File: src/tx_soh_pkg.sv
// Constants and types shared by the transmit section-overhead source and trace logic.
package tx_soh_pkg;
    // Register indices; byte address on the bus is four times the index.
    localparam logic [7:0] IDX_NU_DEFAULT = 8'h30;
    localparam logic [7:0] IDX_NU_R1C8 = 8'h31;
    localparam logic [7:0] IDX_NU_R1C9 = 8'h32;
    localparam logic [7:0] IDX_NU_R2C8 = 8'h33;
    localparam logic [7:0] IDX_TRACE_CTRL = 8'h3A;
    localparam logic [7:0] IDX_TRACE_DATA = 8'h3B;
    localparam logic [7:0] IDX_MODE = 8'h40;
    localparam logic [7:0] IDX_NU_SRC = 8'h62;
    localparam logic [7:0] IDX_MEDIA_SRC = 8'h63;
    // Field positions.
    localparam int NU_DEFAULT_EN_BIT = 5;
    localparam int MODE_STM1_BIT = 0;
    localparam int MEDIA_R2C2_BIT = 0;
    localparam int MEDIA_R2C3_BIT = 1;
    localparam int MEDIA_R2C5_BIT = 2;
    localparam int NU_R1C8_LSB = 0;
    localparam int NU_R1C9_LSB = 2;
    localparam int NU_R2C8_LSB = 4;
    localparam int TRACE_ACC_BIT = 1;
    localparam int TRACE_PTR_RST_BIT = 0;
    // Reset values.
    localparam logic [7:0] BYTE_RESET = 8'h00;
    localparam logic [2:0] MEDIA_SRC_RESET = 3'h0;
    localparam logic [5:0] NU_SRC_RESET = 6'h00;
    localparam logic MODE_STM1_RESET = 1'b1;
    // Source encodings and fixed values.
    localparam logic [1:0] NU_SRC_PROC = 2'h0;
    localparam logic [1:0] NU_SRC_TX_OVERHEAD_INPUT = 2'h1;
    localparam logic [7:0] TRACE_FIXED_BYTE = 8'h01;
    localparam int TRACE_DEPTH = 16;

    // Which overhead byte the transmit framer is emitting this cycle.
    typedef enum logic [2:0] {
        SLOT_OTHER,
        SLOT_R2C2,
        SLOT_R2C3,
        SLOT_R2C5,
        SLOT_R1C8,
        SLOT_R1C9,
        SLOT_R2C8,
        SLOT_TRACE
    } slot_t;
endpackage : tx_soh_pkg

File: src/trace_string_store.sv
// Storage for the transmit trace string, one byte per pointer location.
`timescale 1ns/1ps
module trace_string_store #(
    parameter int DEPTH = tx_soh_pkg::TRACE_DEPTH,
    parameter int PW = $clog2(DEPTH)
) (
    input wire logic clk_sys, // System clock.
    input wire logic rst_n, // Synchronised active-low reset.
    input wire logic wr_en, // Store wr_byte at addr.
    input wire logic [PW-1:0] addr, // String location.
    input wire logic [7:0] wr_byte, // Byte to store.
    output logic [7:0] rd_byte // Byte at addr, combinational.
);
    typedef struct packed {
        logic [DEPTH-1:0][7:0] mem;
    } store_t;
    store_t s_q;
    store_t s_d;

    always_comb begin
        s_d = s_q;
        if (wr_en) begin
            s_d.mem[addr] = wr_byte;
        end
    end

    always_ff @(posedge clk_sys or negedge rst_n) begin
        if (!rst_n) begin
            s_q <= '0;
        end else begin
            s_q <= s_d;
        end
    end

    assign rd_byte = s_q.mem[addr];
endmodule : trace_string_store

File: src/tx_soh_byte_source_and_trace.sv
// Transmit section-overhead byte source selection, national bytes and trace string.
//
// Overview of operation
// - Bit 2 picks row2 col5 source.
// - Bit 1 picks row2 col3 source.
// - Bit 0 picks row2 col2 source.
// - Media selects act only in STM-1.
// - Access bit clear: insertion advances pointer.
// - Access bit set: processor accesses advance pointer.
// - Processor access sends fixed 01H trace.
// - Pointer reset bit rising edge clears pointer.
// - Trace data register is 8-bit, resets zero.
// - Row1 col8 processor byte when 00, default off.
// - Row1 col9 processor byte when 00, default off.
// - Row2 col8 processor byte when select 00.
// - National select (STM-1 only, else input): 00 processor, 01 input, 1X received.
//
// Chosen here: the Wishbone register port.
`timescale 1ns/1ps
module tx_soh_byte_source_and_trace #(
    parameter int TRACE_DEPTH = tx_soh_pkg::TRACE_DEPTH,
    parameter logic [7:0] NATIONAL_DEFAULT_BYTE = 8'h00
) (
    input wire logic clk_sys, // System clock, 40 MHz.
    input wire logic nrst, // Asynchronous active-low reset.
    input wire logic cyc_i, // Wishbone cycle.
    input wire logic stb_i, // Wishbone strobe.
    input wire logic we_i, // Wishbone write enable.
    input wire logic [9:0] adr_i, // Wishbone byte address.
    input wire logic [3:0] sel_i, // Wishbone byte lanes.
    input wire logic [31:0] dat_i, // Wishbone write data.
    output logic [31:0] dat_o, // Wishbone read data.
    output logic ack_o, // Wishbone acknowledge.
    input wire logic slot_valid, // Framer requests an overhead byte.
    input wire tx_soh_pkg::slot_t slot, // Which overhead byte is requested.
    input wire logic [7:0] tx_overhead_input, // Byte from the transmit overhead input.
    input wire logic [7:0] rx_byte, // Received byte at the same position.
    output logic [7:0] soh_byte, // Selected byte for the framer.
    output logic soh_valid // soh_byte is valid.
);
    localparam int PW = $clog2(TRACE_DEPTH);

    typedef struct packed {
        logic ack;
        logic [31:0] dat;
        logic [7:0] tx_national_r1c8_value;
        logic [7:0] tx_national_r1c9_value;
        logic [7:0] tx_national_r2c8_value;
        logic [2:0] media_sel;
        logic [5:0] nu_sel;
        logic national_default_enable;
        logic stm1;
        logic tx_trace_processor_access;
        logic tx_trace_pointer_reset;
        logic [PW-1:0] ptr;
        logic [7:0] out_byte;
        logic out_valid;
    } state_t;

    state_t s_q;
    state_t s_d;
    logic rst_meta_q;
    logic rst_sync_n;
    logic [7:0] idx;
    logic bus_done;
    logic wr;
    logic data_acc;
    logic mem_we;
    logic [7:0] mem_byte;
    logic [1:0] nsel;

    function automatic logic [PW-1:0] next_ptr(input logic [PW-1:0] p);
        if (p == PW'(TRACE_DEPTH - 1)) begin
            return '0;
        end
        return p + PW'(1);
    endfunction : next_ptr

    ////////////////////////////////////////////////////////////////////////////////
    // Reset release synchroniser.
    always_ff @(posedge clk_sys or negedge nrst) begin
        if (!nrst) begin
            rst_meta_q <= 1'b0;
            rst_sync_n <= 1'b0;
        end else begin
            rst_meta_q <= 1'b1;
            rst_sync_n <= rst_meta_q;
        end
    end

    ////////////////////////////////////////////////////////////////////////////////
    // Trace string storage.
    trace_string_store #(
        .DEPTH(TRACE_DEPTH),
        .PW(PW)
    ) u_store (
        .clk_sys(clk_sys),
        .rst_n(rst_sync_n),
        .wr_en(mem_we),
        .addr(s_q.ptr),
        .wr_byte(dat_i[7:0]),
        .rd_byte(mem_byte)
    );

    ////////////////////////////////////////////////////////////////////////////////
    // Register bus, pointer control and byte selection.
    always_comb begin
        s_d = s_q;
        nsel = tx_soh_pkg::NU_SRC_PROC;
        idx = adr_i[9:2];
        // Writes and read side effects land on the edge where ack is seen high.
        bus_done = cyc_i & stb_i & s_q.ack;
        wr = bus_done & we_i & sel_i[0];
        data_acc = bus_done && (idx == tx_soh_pkg::IDX_TRACE_DATA);
        mem_we = wr && (idx == tx_soh_pkg::IDX_TRACE_DATA);
        s_d.ack = cyc_i & stb_i & ~s_q.ack;

        if (cyc_i && stb_i && !s_q.ack) begin
            s_d.dat = 32'h0000_0000;
            case (idx)
                tx_soh_pkg::IDX_NU_DEFAULT: begin
                    s_d.dat[tx_soh_pkg::NU_DEFAULT_EN_BIT] = s_q.national_default_enable;
                end
                tx_soh_pkg::IDX_NU_R1C8: begin
                    s_d.dat[7:0] = s_q.tx_national_r1c8_value;
                end
                tx_soh_pkg::IDX_NU_R1C9: begin
                    s_d.dat[7:0] = s_q.tx_national_r1c9_value;
                end
                tx_soh_pkg::IDX_NU_R2C8: begin
                    s_d.dat[7:0] = s_q.tx_national_r2c8_value;
                end
                tx_soh_pkg::IDX_TRACE_CTRL: begin
                    s_d.dat[tx_soh_pkg::TRACE_ACC_BIT] = s_q.tx_trace_processor_access;
                    s_d.dat[tx_soh_pkg::TRACE_PTR_RST_BIT] = s_q.tx_trace_pointer_reset;
                end
                tx_soh_pkg::IDX_TRACE_DATA: begin
                    s_d.dat[7:0] = mem_byte;
                end
                tx_soh_pkg::IDX_MODE: begin
                    s_d.dat[tx_soh_pkg::MODE_STM1_BIT] = s_q.stm1;
                end
                tx_soh_pkg::IDX_NU_SRC: begin
                    s_d.dat[5:0] = s_q.nu_sel;
                end
                tx_soh_pkg::IDX_MEDIA_SRC: begin
                    s_d.dat[2:0] = s_q.media_sel;
                end
                default: begin
                    s_d.dat = 32'h0000_0000;
                end
            endcase
        end

        if (wr) begin
            case (idx)
                tx_soh_pkg::IDX_NU_DEFAULT: begin
                    s_d.national_default_enable = dat_i[tx_soh_pkg::NU_DEFAULT_EN_BIT];
                end
                tx_soh_pkg::IDX_NU_R1C8: begin
                    s_d.tx_national_r1c8_value = dat_i[7:0];
                end
                tx_soh_pkg::IDX_NU_R1C9: begin
                    s_d.tx_national_r1c9_value = dat_i[7:0];
                end
                tx_soh_pkg::IDX_NU_R2C8: begin
                    s_d.tx_national_r2c8_value = dat_i[7:0];
                end
                tx_soh_pkg::IDX_TRACE_CTRL: begin
                    s_d.tx_trace_processor_access = dat_i[tx_soh_pkg::TRACE_ACC_BIT];
                    s_d.tx_trace_pointer_reset = dat_i[tx_soh_pkg::TRACE_PTR_RST_BIT];
                end
                tx_soh_pkg::IDX_MODE: begin
                    s_d.stm1 = dat_i[tx_soh_pkg::MODE_STM1_BIT];
                end
                tx_soh_pkg::IDX_NU_SRC: begin
                    s_d.nu_sel = dat_i[5:0];
                end
                tx_soh_pkg::IDX_MEDIA_SRC: begin
                    s_d.media_sel = dat_i[2:0];
                end
                default: begin
                    s_d.media_sel = s_q.media_sel;
                end
            endcase
        end

        // Pointer: a reset edge beats any advance in the same cycle.
        if (wr && (idx == tx_soh_pkg::IDX_TRACE_CTRL)
            && dat_i[tx_soh_pkg::TRACE_PTR_RST_BIT] && !s_q.tx_trace_pointer_reset) begin
            s_d.ptr = '0;
        end else if (s_q.tx_trace_processor_access) begin
            if (data_acc) begin
                s_d.ptr = next_ptr(s_q.ptr);
            end
        end else if (slot_valid && (slot == tx_soh_pkg::SLOT_TRACE)) begin
            s_d.ptr = next_ptr(s_q.ptr);
        end

        s_d.out_valid = slot_valid;
        s_d.out_byte = tx_overhead_input;
        if (slot_valid) begin
            case (slot)
                tx_soh_pkg::SLOT_R2C2: begin
                    if (s_q.stm1 && s_q.media_sel[tx_soh_pkg::MEDIA_R2C2_BIT]) begin
                        s_d.out_byte = rx_byte;
                    end
                end
                tx_soh_pkg::SLOT_R2C3: begin
                    if (s_q.stm1 && s_q.media_sel[tx_soh_pkg::MEDIA_R2C3_BIT]) begin
                        s_d.out_byte = rx_byte;
                    end
                end
                tx_soh_pkg::SLOT_R2C5: begin
                    if (s_q.stm1 && s_q.media_sel[tx_soh_pkg::MEDIA_R2C5_BIT]) begin
                        s_d.out_byte = rx_byte;
                    end
                end
                tx_soh_pkg::SLOT_TRACE: begin
                    s_d.out_byte = s_q.tx_trace_processor_access
                        ? tx_soh_pkg::TRACE_FIXED_BYTE : mem_byte;
                end
                tx_soh_pkg::SLOT_R1C8, tx_soh_pkg::SLOT_R1C9, tx_soh_pkg::SLOT_R2C8: begin
                    if (slot == tx_soh_pkg::SLOT_R1C8) begin
                        nsel = s_q.nu_sel[tx_soh_pkg::NU_R1C8_LSB +: 2];
                    end else if (slot == tx_soh_pkg::SLOT_R1C9) begin
                        nsel = s_q.nu_sel[tx_soh_pkg::NU_R1C9_LSB +: 2];
                    end else begin
                        nsel = s_q.nu_sel[tx_soh_pkg::NU_R2C8_LSB +: 2];
                    end
                    if (!s_q.stm1 || nsel == tx_soh_pkg::NU_SRC_TX_OVERHEAD_INPUT) begin
                        s_d.out_byte = tx_overhead_input;
                    end else if (nsel[1]) begin
                        s_d.out_byte = rx_byte;
                    end else if (slot == tx_soh_pkg::SLOT_R2C8) begin
                        s_d.out_byte = s_q.tx_national_r2c8_value;
                    end else if (s_q.national_default_enable) begin
                        s_d.out_byte = NATIONAL_DEFAULT_BYTE;
                    end else if (slot == tx_soh_pkg::SLOT_R1C8) begin
                        s_d.out_byte = s_q.tx_national_r1c8_value;
                    end else begin
                        s_d.out_byte = s_q.tx_national_r1c9_value;
                    end
                end
                default: begin
                    s_d.out_byte = tx_overhead_input;
                end
            endcase
        end
    end

    always_ff @(posedge clk_sys or negedge rst_sync_n) begin
        if (!rst_sync_n) begin
            s_q <= '0;
            s_q.stm1 <= tx_soh_pkg::MODE_STM1_RESET;
            s_q.media_sel <= tx_soh_pkg::MEDIA_SRC_RESET;
            s_q.nu_sel <= tx_soh_pkg::NU_SRC_RESET;
            s_q.tx_national_r1c8_value <= tx_soh_pkg::BYTE_RESET;
            s_q.tx_national_r1c9_value <= tx_soh_pkg::BYTE_RESET;
            s_q.tx_national_r2c8_value <= tx_soh_pkg::BYTE_RESET;
        end else begin
            s_q <= s_d;
        end
    end

    assign dat_o = s_q.dat;
    assign ack_o = s_q.ack;
    assign soh_byte = s_q.out_byte;
    assign soh_valid = s_q.out_valid;
endmodule : tx_soh_byte_source_and_trace

File: config.mk
export PLATFORM = sky130hd
export DESIGN_NAME = tx_soh_byte_source_and_trace
export DESIGN_NICKNAME = d
export VERILOG_FILES = /design/src/tx_soh_pkg.sv /design/src/trace_string_store.sv /design/src/tx_soh_byte_source_and_trace.sv
export SDC_FILE = /design/constraint.sdc
export NUM_CORES = 1
export LEC_CHECK = 0
export ABC_AREA = 1
export BUFFER_PORTS_ARGS = -buffer_cell sky130_fd_sc_hd__clkbuf_2
export CORE_UTILIZATION = 45
export CTS_BUF_LIST = sky130_fd_sc_hd__clkbuf_16
export DETAILED_ROUTE_END_ITERATION = 8
export HOLD_SLACK_MARGIN = 0.12
export PLACE_DENSITY = 0.74
export SLEW_MARGIN = 10
export SYNTH_ARGS = -nofsm -noshare
export SYNTH_HDL_FRONTEND = slang
export SYNTH_HIERARCHICAL = 1
export SYNTH_SLANG_ARGS = --single-unit
File: constraint.sdc
create_clock -name clk_sys -period 15.6 [get_ports clk_sys]
set_input_delay 4.68 -clock clk_sys [delete_from_list [all_inputs] [get_ports clk_sys]]
set_output_delay 4.68 -clock clk_sys [all_outputs]
set_load 0.01 [all_outputs]
==> impl_results.md, run 1 <==
- Die footprint: 23200 sq um
- # fillers: 2186
- Global placer's final weighted congestion: 0.982
- Final-report hold violation count: 0
- Slew HR: 16.8%
- Iter 0 DRT Violations: 595
- Slew Viols, Final: 0
- P&R area growth vs syn: 7.61%
- Die X: 152 microns
- Root Driver: clkbuf_16
- Hold Buf Count CTS: 0
- Final WL: ~26 mm
- Seq cells post-synth: 189
- CP arrival: 7470 ps
- CP Depth: 9
- Via count: about 8.9k
- Layout cells sized above 1: under 10%
- TritonCTS clock tree: done
- Skew-Pair Late Insertion Delay: 430 ps
- CTS Buffer Depth: 2
- Most frequent cells in the layout: 617 x nand2_1, 186 x dfrtp_1, 106 x o21ai_0, 85 x inv_1, 85 x nor2_1
- CP most frequent cell: nor2_1
- Initial antenna violation count: 0
- Min Clock Period, post-route: 7190 ps
- Drt drc: 21
- CP Max Fanout: 16
- Fin crit share: a little under half
- Vias in the first global route: about 8k
- Final Non-Filler Cells: around 1.7k
- CP bufs+invs: 1
- PD cells: ~100 nW/um^2
- Final HPWL DP: between 15 and 20 mm
- Tightest Pin Transition: 1240 ps
- F_max: 139 MHz
- Crit Path Class: in2reg
- Worst path slowest cell: nor4_1
- Startpoint types: input pin
- Worst vdd ir: between 0.06 and 0.07 mV
- Crit-path cells: clkbuf_2, nor2_1, nand3_2, nor2_1, nand2_1, nor4_1, nand3_1, nor2_2, a21oi_1
- Postcts setup bufs: 0
- Critical path data required time: around 16000 ps
- Failing checks: DRC
- Register area share after synthesis: 46.6%
- First-pass GRT wire length: between 40 and 50 mm
- Commonest non-fill, non-tap cell in the layout: nand2_1
- Post-synth ARST share: 100%
- Number of flops mapped to enable cells by yosys: 0
- Busiest metal layer after global routing: met2
- Total core area: ~22000 sq um
- Pin count of the biggest net entering global routing: 73
- Avg Inst Size Synth: roughly 7.2 sq um
- Gr ovfl total: 0
- Post-Place Cells: 1679
- Antenna-violating nets left: 0
- Initial Util: a little under half
- # rows: 54
- Grt met3 use: under 10%
- DR WL/cell: 15.1 microns
- Grt met2 use: a little under two fifths
- Worst-path clk slew: roughly 70 ps
- Min-Delay Path Class: reg2reg
- Die Span Y: 152 microns
- Fin Setup TNS: 0 ps
- Clock sinks: 189
- DR pass1 iterations: 7
- Outcome: complete, but fails checks
- Hold path depth: 0
- Count of cell types in the netlist: 42
- Placed cell area: 10400 sq um
- Kind of cell adding the most delay to the critical path: simple AND/OR/NAND/NOR gates
- WHS: 357 ps
- CP Capture Type: flop
- Io pins: about 110
- Synth warn: 6
- H-tree levels: 4
- Mapped Cells: 1409
- Worst-case reg-to-reg path depth: 5
- Finished layout cell area: 10900 sq um
- Vias per std cell: about 5.2
- RSZ-0062 raised after global routing: no
- Num CTS Buffers: 17
- N_diodes: 0
- Post-cts sizing count: 0
- Final setup viols: 0
- Gr usage total: 22.5%
- Layout Utilization: 49.8%
- Skew final: 12.2 ps
- Main flop type after synthesis: dfrtp_1
- Mapped Area: 10200 sq um
- Crit-path max cell delay: around 940 ps
- Leakage power total: 5.66 nW
- Buffers on Ports: around 60
- # Max-Cap Violations: 0
- Met1 Use GR: a little under a third
- Layout net count: 1490
registers in the layout, indices dropped and copies added (netlist names):
name / cells
s_q: 41
dat_o: 8
soh_byte: 8
rst_meta_q: 1
rst_sync_n: 1
soh_valid: 1
u_store/s_q: 128
ack_o: 1
cell usage after synthesis, drive strengths merged, types with 2 or more instances:
cell type	count	area, sq um
nor4	3	18.8
o22ai	6	37.5
nor3	15	91.3
a31oi	2	12.5
o21ai	140	701
a22o	2	17.5
nand3	56	303
nand2	629	2420
nand4	9	56.3
clkinv	2	7.51
nand3b	2	15.0
dfrtp	188	4700
o221ai	2	17.5
buf	80	519
conb	2	7.51
nor2	95	395
clkbuf	18	67.6
a21oi	62	340
inv	89	337
final cells by class:
class | instances | area, sq um | share of cell area (%)
Sequential cell | 189 | 4740 | 43.3
Multi-Input combinational cell | 1054 | 4580 | 41.9
Clock buffer | 17 | 425 | 3.89
Tap cell | 280 | 350 | 3.21
Inverter | 91 | 344 | 3.15
Timing Repair Buffer | 65 | 340 | 3.11
Clock inverter | 14 | 153 | 1.40
stage by stage:
stage          power (W)  worst slack [ps]
6_report         0.00110              8410
4_1_cts          0.00111              8460
5_1_grt          0.00114              8140
3_5_place_dp    0.000675              8000
2_1_floorplan   0.000638              8930
3_3_place_gp    0.000674              8050
worst register-to-register path: cells and delay by family (launching register included):
family	cells	cell delay, ps
AOI/OAI and AO/OA	1	170
and+or+nand+nor	4	2240
DFF	1	370
logic make-up after synthesis:
logic type	after synthesis	synth area share, %
simple gates	810	32.5
compound gates	216	11.3
buf+inv	189	9.16
flops	189	46.6
xor+xnor	2	0.172
other cells	2	0.0739
fa+ha+maj	1	0.123
per-layer routing:
layer / share of wire (%) / vias to the layer above
li1: - / 4413
met2: 47 / 270
met3: 5.2 / 28
met1: 46 / 4163
met5: 0 / -
met4: 1.6 / 0
power by group:
group          total [W]  switching, W  internal (W)
Sequential      0.000507    0.00000987      0.000497
Clock           0.000434      0.000208      0.000226
Combinational   0.000161      0.000133     0.0000279
path summary, 6_finish.rpt:
kind	from	end	slack [ps]
min reg2reg	rst_meta_q$_DFF_PN0_	rst_sync_n$_DFF_PN0_	360
max in group asynchronous	nrst	rst_sync_n$_DFF_PN0_	11480
max reg2reg	ack_o$_DFF_PN0_	u_store/s_q[54]$_DFFE_PN0P_	12670
max	adr_i[8]	u_store/s_q[54]$_DFFE_PN0P_	8410
min	rst_meta_q$_DFF_PN0_	rst_sync_n$_DFF_PN0_	360
min in group asynchronous	rst_sync_n$_DFF_PN0_	s_q[32]$_DFFE_PN0P_	400
Power figures use the tool's default switching activity.
==> inputs of run 2 (changes only) <==
==> constraint.sdc (replaced) <==
create_clock -name clk_sys -period 7 [get_ports clk_sys]
set_input_delay 2.1 -clock clk_sys [delete_from_list [all_inputs] [get_ports clk_sys]]
set_output_delay 2.1 -clock clk_sys [all_outputs]
set_load 0.01 [all_outputs]
==> impl_results.md, run 2 (synthesis results as in run 1) <==
- Largest reg by FF count: u_store/s_q
- Failing checks: DRC
- Global placer's final weighted congestion: 0.994 (+1.2%)
- Skew-Pair Late Insertion Delay: 440 ps (about the same)
- Hold_sp: rst_meta_q$_DFF_PN0_
- Placed cell area: 10400 sq um (unchanged)
- Vias in the first global route: 8146 (+3.2%)
- Fin crit share: 66.5%
- Postcts setup bufs: 0 (unchanged)
- PD cells: 230 nW/um^2 (+130%)
- Initial Util: 46.3% (unchanged)
- RSZ-0062 raised after global routing: no
- CP arrival: 5000 ps (-2470 ps)
- Crit-path max cell delay: 990 ps (+50 ps)
- Reg2reg start: s_q[9]$_DFFE_PN0P_
- Reg2Reg Setup Slack: 3870 ps (-8800 ps)
- H-tree levels: 4 (unchanged)
- Kind of cell adding the most delay to the critical path: simple AND/OR/NAND/NOR gates
- # Max-Cap Violations: 0 (unchanged)
- Initial antenna violation count: 1 (+1)
- CP bufs+invs: 1 (unchanged)
- N_diodes: 0 (unchanged)
- Worst setup margin: 2340 ps (-6070 ps)
- Total core area: 22000 sq um (unchanged)
- Die footprint: 23200 sq um (unchanged)
- Slew Viols, Final: 0 (unchanged)
- Outcome: complete, but fails checks
- Die Span Y: 152 microns (unchanged)
- Hold Buf Count CTS: 0 (unchanged)
- F_max: around 210 MHz
- Num CTS Buffers: 17 (unchanged)
- Crit Path Class: in2reg
- Buffers on Ports: 59 (unchanged)
- Skew final: 14.5 ps (+2.30 ps)
- Drt drc: 17 (-19%)
- Io pins: 113 (unchanged)
- Crit-path cells: clkbuf_2, nor2_1, nand3_2, nor2_1, nand2_1, nor4_1, nand4_1, o21ai_0
- Gr ovfl total: 0 (unchanged)
- Final WL: 25.7 mm (-0.52%)
- Root Driver: clkbuf_16
- # rows: 54 (unchanged)
- First-pass GRT wire length: 41.7 mm (+1.3%)
- Final-report hold violation count: 0 (unchanged)
- Worst-path clk slew: 80 ps (about the same)
- Commonest non-fill, non-tap cell in the layout: nand2_1
- TritonCTS clock tree: done
- Number of flip-flops under the largest register name: 128 (unchanged)
- Via count: 8844 (-0.34%)
- WHS: 360 ps (+2.62 ps)
- Critical path data required time: 7340 ps (-8540 ps)
- Final setup viols: 0 (unchanged)
- Die X: 152 microns (unchanged)
- Finished layout cell area: 11000 sq um (+0.52%)
- Worst vdd ir: 0.171 mV (+160%)
- # fillers: 2194 (+0.37%)
- Vias per std cell: 5.17 (-0.40%)
- Iter 0 DRT Violations: 748 (+26%)
- Min Clock Period, post-route: around 4700 ps
- Layout cells sized above 1: 9.78% (+0.063 points)
- Clock sinks: 189 (unchanged)
- Leakage power total: 5.70 nW (+0.69%)
- Hold path depth: 0 (unchanged)
- Min-Delay Path Class: reg2reg
- Pin count of the biggest net entering global routing: 74 (+1.4%)
- Reg-to-Reg End: dat_o[1]$_DFFE_PN0P_
- Post-cts sizing count: 0 (unchanged)
- Startpoint types: input pin
- Slew HR: 12.0% (-4.8 points)
- P&R area growth vs syn: 8.17%
- Tightest Pin Transition: 1310 ps (+71.7 ps)
- CP Capture Type: flop
- Gr usage total: 22.7% (+0.23 points)
- CP Max Fanout: 16 (unchanged)
- Antenna-violating nets left: 0 (unchanged)
- Hold Path End: rst_sync_n$_DFF_PN0_
- Worst path slowest cell: nor4_1
- Most frequent cells in the layout: 617 x nand2_1, 186 x dfrtp_1, 106 x o21ai_0, 85 x inv_1, 85 x nor2_1
- Layout net count: 1490 (unchanged)
- Fin Setup TNS: 0 ps (unchanged)
- Worst slack, placed: 2000 ps (-6000 ps)
- Worst-case reg-to-reg path depth: 17 (+12)
- DR WL/cell: 15.0 microns (-0.58%)
- CP most frequent cell: nor2_1
- Largest registers: u_store/s_q: 128 flops, s_q: 41 flops
- CTS Buffer Depth: 2 (unchanged)
- DR pass1 iterations: 7 (unchanged)
- Final HPWL DP: 17.0 mm (+0.46%)
## run 2: worst max path at each step
stage / end / cells past startpoint / slack, ps / start
global placement: u_store/s_q[51]$_DFFE_PN0P_ / 9 / 2100 / adr_i[8]
CTS: u_store/s_q[82]$_DFFE_PN0P_ / 9 / 2460 / adr_i[8]
global route: u_store/s_q[8]$_DFFE_PN0P_ / 8 / 2150 / adr_i[8]
detailed placement: u_store/s_q[51]$_DFFE_PN0P_ / 9 / 2000 / adr_i[8]
floorplan: ack_o$_DFF_PN0_ / 0 / 1350 / rst_sync_n$_DFF_PN0_
finish: u_store/s_q[22]$_DFFE_PN0P_ / 8 / 2340 / adr_i[8]
## run 2: power breakdown
part	switching, W	internal [W]	leakage, nW
registers	0.0000217	0.00111	2.60
clock network	0.000487	0.000556	0.312
logic	0.000294	0.0000619	2.79
## run 2: area by class of cell
class                   count  area (sq um)  area share, %
repair buffers             65           340           3.10
inverters                  91           344           3.13
clock inverters            15           209           1.90
multi-input cells        1054          4580           41.7
flip-flops and latches    189          4740           43.1
well taps                 280           350           3.19
clock buffers              17           425           3.87
## run 2: layer usage
layer / track usage (%) / vias to the layer above / wire [microns]
li1: - / 4400 / -
met4: 8.84 / 2 / 767
met2: 35.9 / 322 / 11500
met5: 0 / - / 12
met1: 30.8 / 4068 / 11600
met3: 4.58 / 52 / 1760
## run 2: metrics by stage
| step | total power, W | utilization, % | instances |
|---|---|---|---|
| finish | 0.00253 | 50.0 | 1711 |
| global route | 0.00263 | 50.0 | 1711 |
| CTS | 0.00254 | 50.0 | 1711 |
| detailed placement | 0.00150 | 47.1 | 1679 |
| global placement | 0.00150 | 47.1 | 1679 |
| floorplan | 0.00142 | - | 1432 |
==> inputs of run 3 (changes only) <==
--- a/config.mk
+++ b/config.mk
@@ -5,13 +5,13 @@
 export SDC_FILE = /design/constraint.sdc
 export NUM_CORES = 1
 export LEC_CHECK = 0
-export ABC_AREA = 1
+export ABC_AREA = 0
 export BUFFER_PORTS_ARGS = -buffer_cell sky130_fd_sc_hd__clkbuf_2
 export CORE_UTILIZATION = 45
 export CTS_BUF_LIST = sky130_fd_sc_hd__clkbuf_16
 export DETAILED_ROUTE_END_ITERATION = 8
 export HOLD_SLACK_MARGIN = 0.12
-export PLACE_DENSITY = 0.74
+export PLACE_DENSITY = 0.77
 export SLEW_MARGIN = 10
 export SYNTH_ARGS = -nofsm -noshare
 export SYNTH_HDL_FRONTEND = slang
==> constraint.sdc (replaced) <==
create_clock -name clk_sys -period 4 [get_ports clk_sys]
set_input_delay 1.2 -clock clk_sys [delete_from_list [all_inputs] [get_ports clk_sys]]
set_output_delay 1.2 -clock clk_sys [all_outputs]
set_load 0.01 [all_outputs]
==> impl_results.md, run 3 <==
- Crit Path Class: in2reg
- Buffers on Ports: 59 (unchanged)
- Post-cts sizing count: 0 (unchanged)
- Gr ovfl total: 0 (unchanged)
- Mapped Area: 9740 sq um (-4.1%)
- RSZ-0062 raised after global routing: no
- Comb pwr share: 13.0% (-1.1 points)
- Total core area: 21100 sq um (-4.0%)
- Seq cells post-synth: 189 (unchanged)
- Layout cells sized above 1: 43.0% (+33 points)
- Cell Int Power: 0.00309 W (+79%)
- Vias per std cell: 5.89 (+14%)
- Final setup viols: 0 (unchanged)
- Leakage power total: 5.00 nW (-12%)
- Yosys top cell area share: 48.3% (+2.0 points)
- Slew HR: 48.9% (+37 points)
- Most frequent cells in the layout: 185 x dfrtp_1, 150 x mux2_2, 59 x clkbuf_2, 32 x mux4_2
- H-tree levels: 4 (unchanged)
- Sw power: 0.00121 W (+51%)
- DR WL/cell: 20.8 microns (+39%)
- Slew Viols, Final: 0 (unchanged)
- F_max: between 300 and 400 MHz
- Worst-path clk slew: 70 ps (about the same)
- Mapped Cells: 727 (-48%)
- Main flop type after synthesis: dfrtp_1
- Die X: 149 microns (-2.1%)
- Vias in the first global route: 6229 (-24%)
- Skew-Pair Late Insertion Delay: 430 ps (about the same)
- # rows: 53 (-1.9%)
- Worst-case reg-to-reg path depth: 7 (-10)
- Postcts setup bufs: 0 (unchanged)
- PD cells: 403 nW/um^2 (+75%)
- Startpoint types: input pin
- First-pass GRT wire length: 35.5 mm (-15%)
- Tightest Pin Transition: 767 ps (-541 ps)
- Hold Buf Count CTS: 0 (unchanged)
- Count of cell types in the netlist: 73 (+74%)
- Fin crit share: 76.5%
- TritonCTS clock tree: done
- Largest reg by FF count: u_store/s_q
- Via count: 6234 (-30%)
- Layout net count: 843 (-43%)
- Most frequent cell after synthesis: dfrtp_1
- Drt drc: 0 (-17)
- Commonest non-fill, non-tap cell in the layout: dfrtp_1
- Antenna-violating nets left: 0 (unchanged)
- Hold Path End: rst_sync_n$_DFF_PN0_
- Skew final: 11.9 ps (-2.58 ps)
- CP Max Fanout: 12 (-4)
- Gr usage total: 21.0% (-1.7 points)
- Final-report hold violation count: 0 (unchanged)
- Area leader, netlist: dfrtp_1
- N_diodes: 0 (unchanged)
- Hold_sp: rst_meta_q$_DFF_PN0_
- Clock share of power: 38.0% (-3.3 points)
- Largest registers: u_store/s_q: 128 flops, s_q: 41 flops
- CP arrival: 3370 ps (-1630 ps)
- Clock sinks: 189 (unchanged)
- Initial Util: 46.2% (-0.072 points)
- Initial antenna violation count: 0 (-1)
- Final Non-Filler Cells: 1059 (-38%)
- Final WL: 22.1 mm (-14%)
- Global placer's final weighted congestion: 0.937 (-5.7%)
- Power Total: 0.00430 W (+70%)
- Min Clock Period, post-route: a little over 3000 ps
- Pin count of the biggest net entering global routing: 126 (+70%)
- Post-Place Cells: 1027 (-39%)
- Outcome: completed
- Min-Delay Path Class: reg2reg
- Largest cells by area after synthesis: dfrtp_1 48%, mux2_2 17%, mux4_2 7.4%
- Hold path depth: 0 (unchanged)
- Num CTS Buffers: 17 (unchanged)
- Critical path data required time: 4310 ps (-3030 ps)
- CTS Buffer Depth: 2 (unchanged)
- Root Driver: clkbuf_16
- Reg2reg start: s_q[9]$_DFFE_PN0P_
- Avg Inst Size Synth: 13.4 sq um (+86%)
- Top cells by count, synth: 188 x dfrtp_1, 150 x mux2_2, 47 x buf_4, 32 x mux4_2
- Reg-to-Reg End: dat_o[5]$_DFFE_PN0P_
- Fin Setup TNS: 0 ps (unchanged)
- Die footprint: 22200 sq um (-4.1%)
- Worst vdd ir: 0.345 mV (+100%)
- Register area share after synthesis: 48.6% (+2.0 points)
- Io pins: 113 (unchanged)
- Iter 0 DRT Violations: 400 (-47%)
- P&R area growth vs syn: 9.57%
- CP Capture Type: flop
- Synth warn: 6 (unchanged)
- DR pass1 iterations: 5 (-2)
- Seq pwr share: 49.0% (+4.3 points)
- Die Span Y: 149 microns (-2.1%)
- Post-synth ARST share: 100% (unchanged)
- Switch share: 28.2% (-3.5 points)
- Crit path from: adr_i[2]
- Number of flip-flops under the largest register name: 128 (unchanged)
- Reg2Reg Setup Slack: 1050 ps (-2820 ps)
- Final HPWL DP: 14.9 mm (-12%)
- # Max-Cap Violations: 0 (unchanged)
- # fillers: 1800 (-18%)
- Number of flops mapped to enable cells by yosys: 0 (unchanged)
## run 3: cell count changes after synthesis, sizes merged, moves of 32 or more
cell / previous run / this run
a21oi: 62 / 10
nand2: 629 / 35
nand3: 56 / 11
inv: 89 / 6
o21ai: 140 / 21
mux2: 0 / 169
mux4: 0 / 32
nor2: 95 / 28
## run 3: kinds of logic (layout without fill, tap and decap cells)
kind of cell / count (synthesis) / count (layout) / share of synthesized area [%]
fa+ha+maj: 2 / 2 / 0.231
xor+xnor: 2 / 2 / 0.180
simple gates: 132 / 132 / 8.80
buf+inv: 83 / 117 / 5.56
compound gates: 107 / 107 / 8.40
flops: 189 / 189 / 48.6
other cells: 2 / 25 / 0.0771
mux: 210 / 210 / 28.2
## run 3: worst max-delay path by stage
stage                                        to  slack, ps
finish              u_store/s_q[96]$_DFFE_PN0P_        940
global route        u_store/s_q[75]$_DFFE_PN0P_        880
CTS                 u_store/s_q[96]$_DFFE_PN0P_       1010
detailed placement  u_store/s_q[76]$_DFFE_PN0P_        580
global placement    u_store/s_q[77]$_DFFE_PN0P_        620
floorplan           u_store/s_q[64]$_DFFE_PN0P_        420
## run 3: power by group through the flow
stage | Clock [W] | Combinational [W] | Sequential, W
after floorplan | 0 | 0.000565 | 0.00203
after global placement | 0 | 0.000556 | 0.00215
after detailed placement | 0 | 0.000562 | 0.00215
after CTS | 0.00167 | 0.000563 | 0.00211
after global routing | 0.00174 | 0.000609 | 0.00212
final | 0.00164 | 0.000559 | 0.00211
## run 3: layout make-up
class                   count  area (sq um)  share of cell area [%]
well taps                 275           344                    3.22
inverters                   7          26.3                   0.246
flip-flops and latches    189          4740                    44.4
clock buffers              17           425                    3.99
repair buffers             78           450                    4.22
clock inverters            15           135                    1.27
multi-input cells         478          4550                    42.7
## run 3: routing by layer
layer | vias up | track usage, % | wire length [microns]
met5 | - | 0 | 0
met4 | 0 | 6.17 | 391
met3 | 25 | 3.94 | 1070
met2 | 233 | 33.1 | 10500
met1 | 3201 | 29.6 | 10100
li1 | 2775 | - | -
## run 3: per-stage QoR
stage          hold WS (ps)  setup WS (ps)  util [%]  cell area, sq um
6_report                363            938      50.6             10700
5_1_grt                 376            880      50.6             10700
4_1_cts                 364           1010      50.6             10700
3_5_place_dp            347            582      47.9             10100
3_3_place_gp            342            621      47.9             10100
2_1_floorplan           331            419         -              9830
## run 3: worst max-delay path, stage by stage
cell	delay, ps
clkbuf_2	320
nand4b_2	250
nor4_1	360
buf_4	240
nand2_2	170
nor3_4	430
mux2_2	390
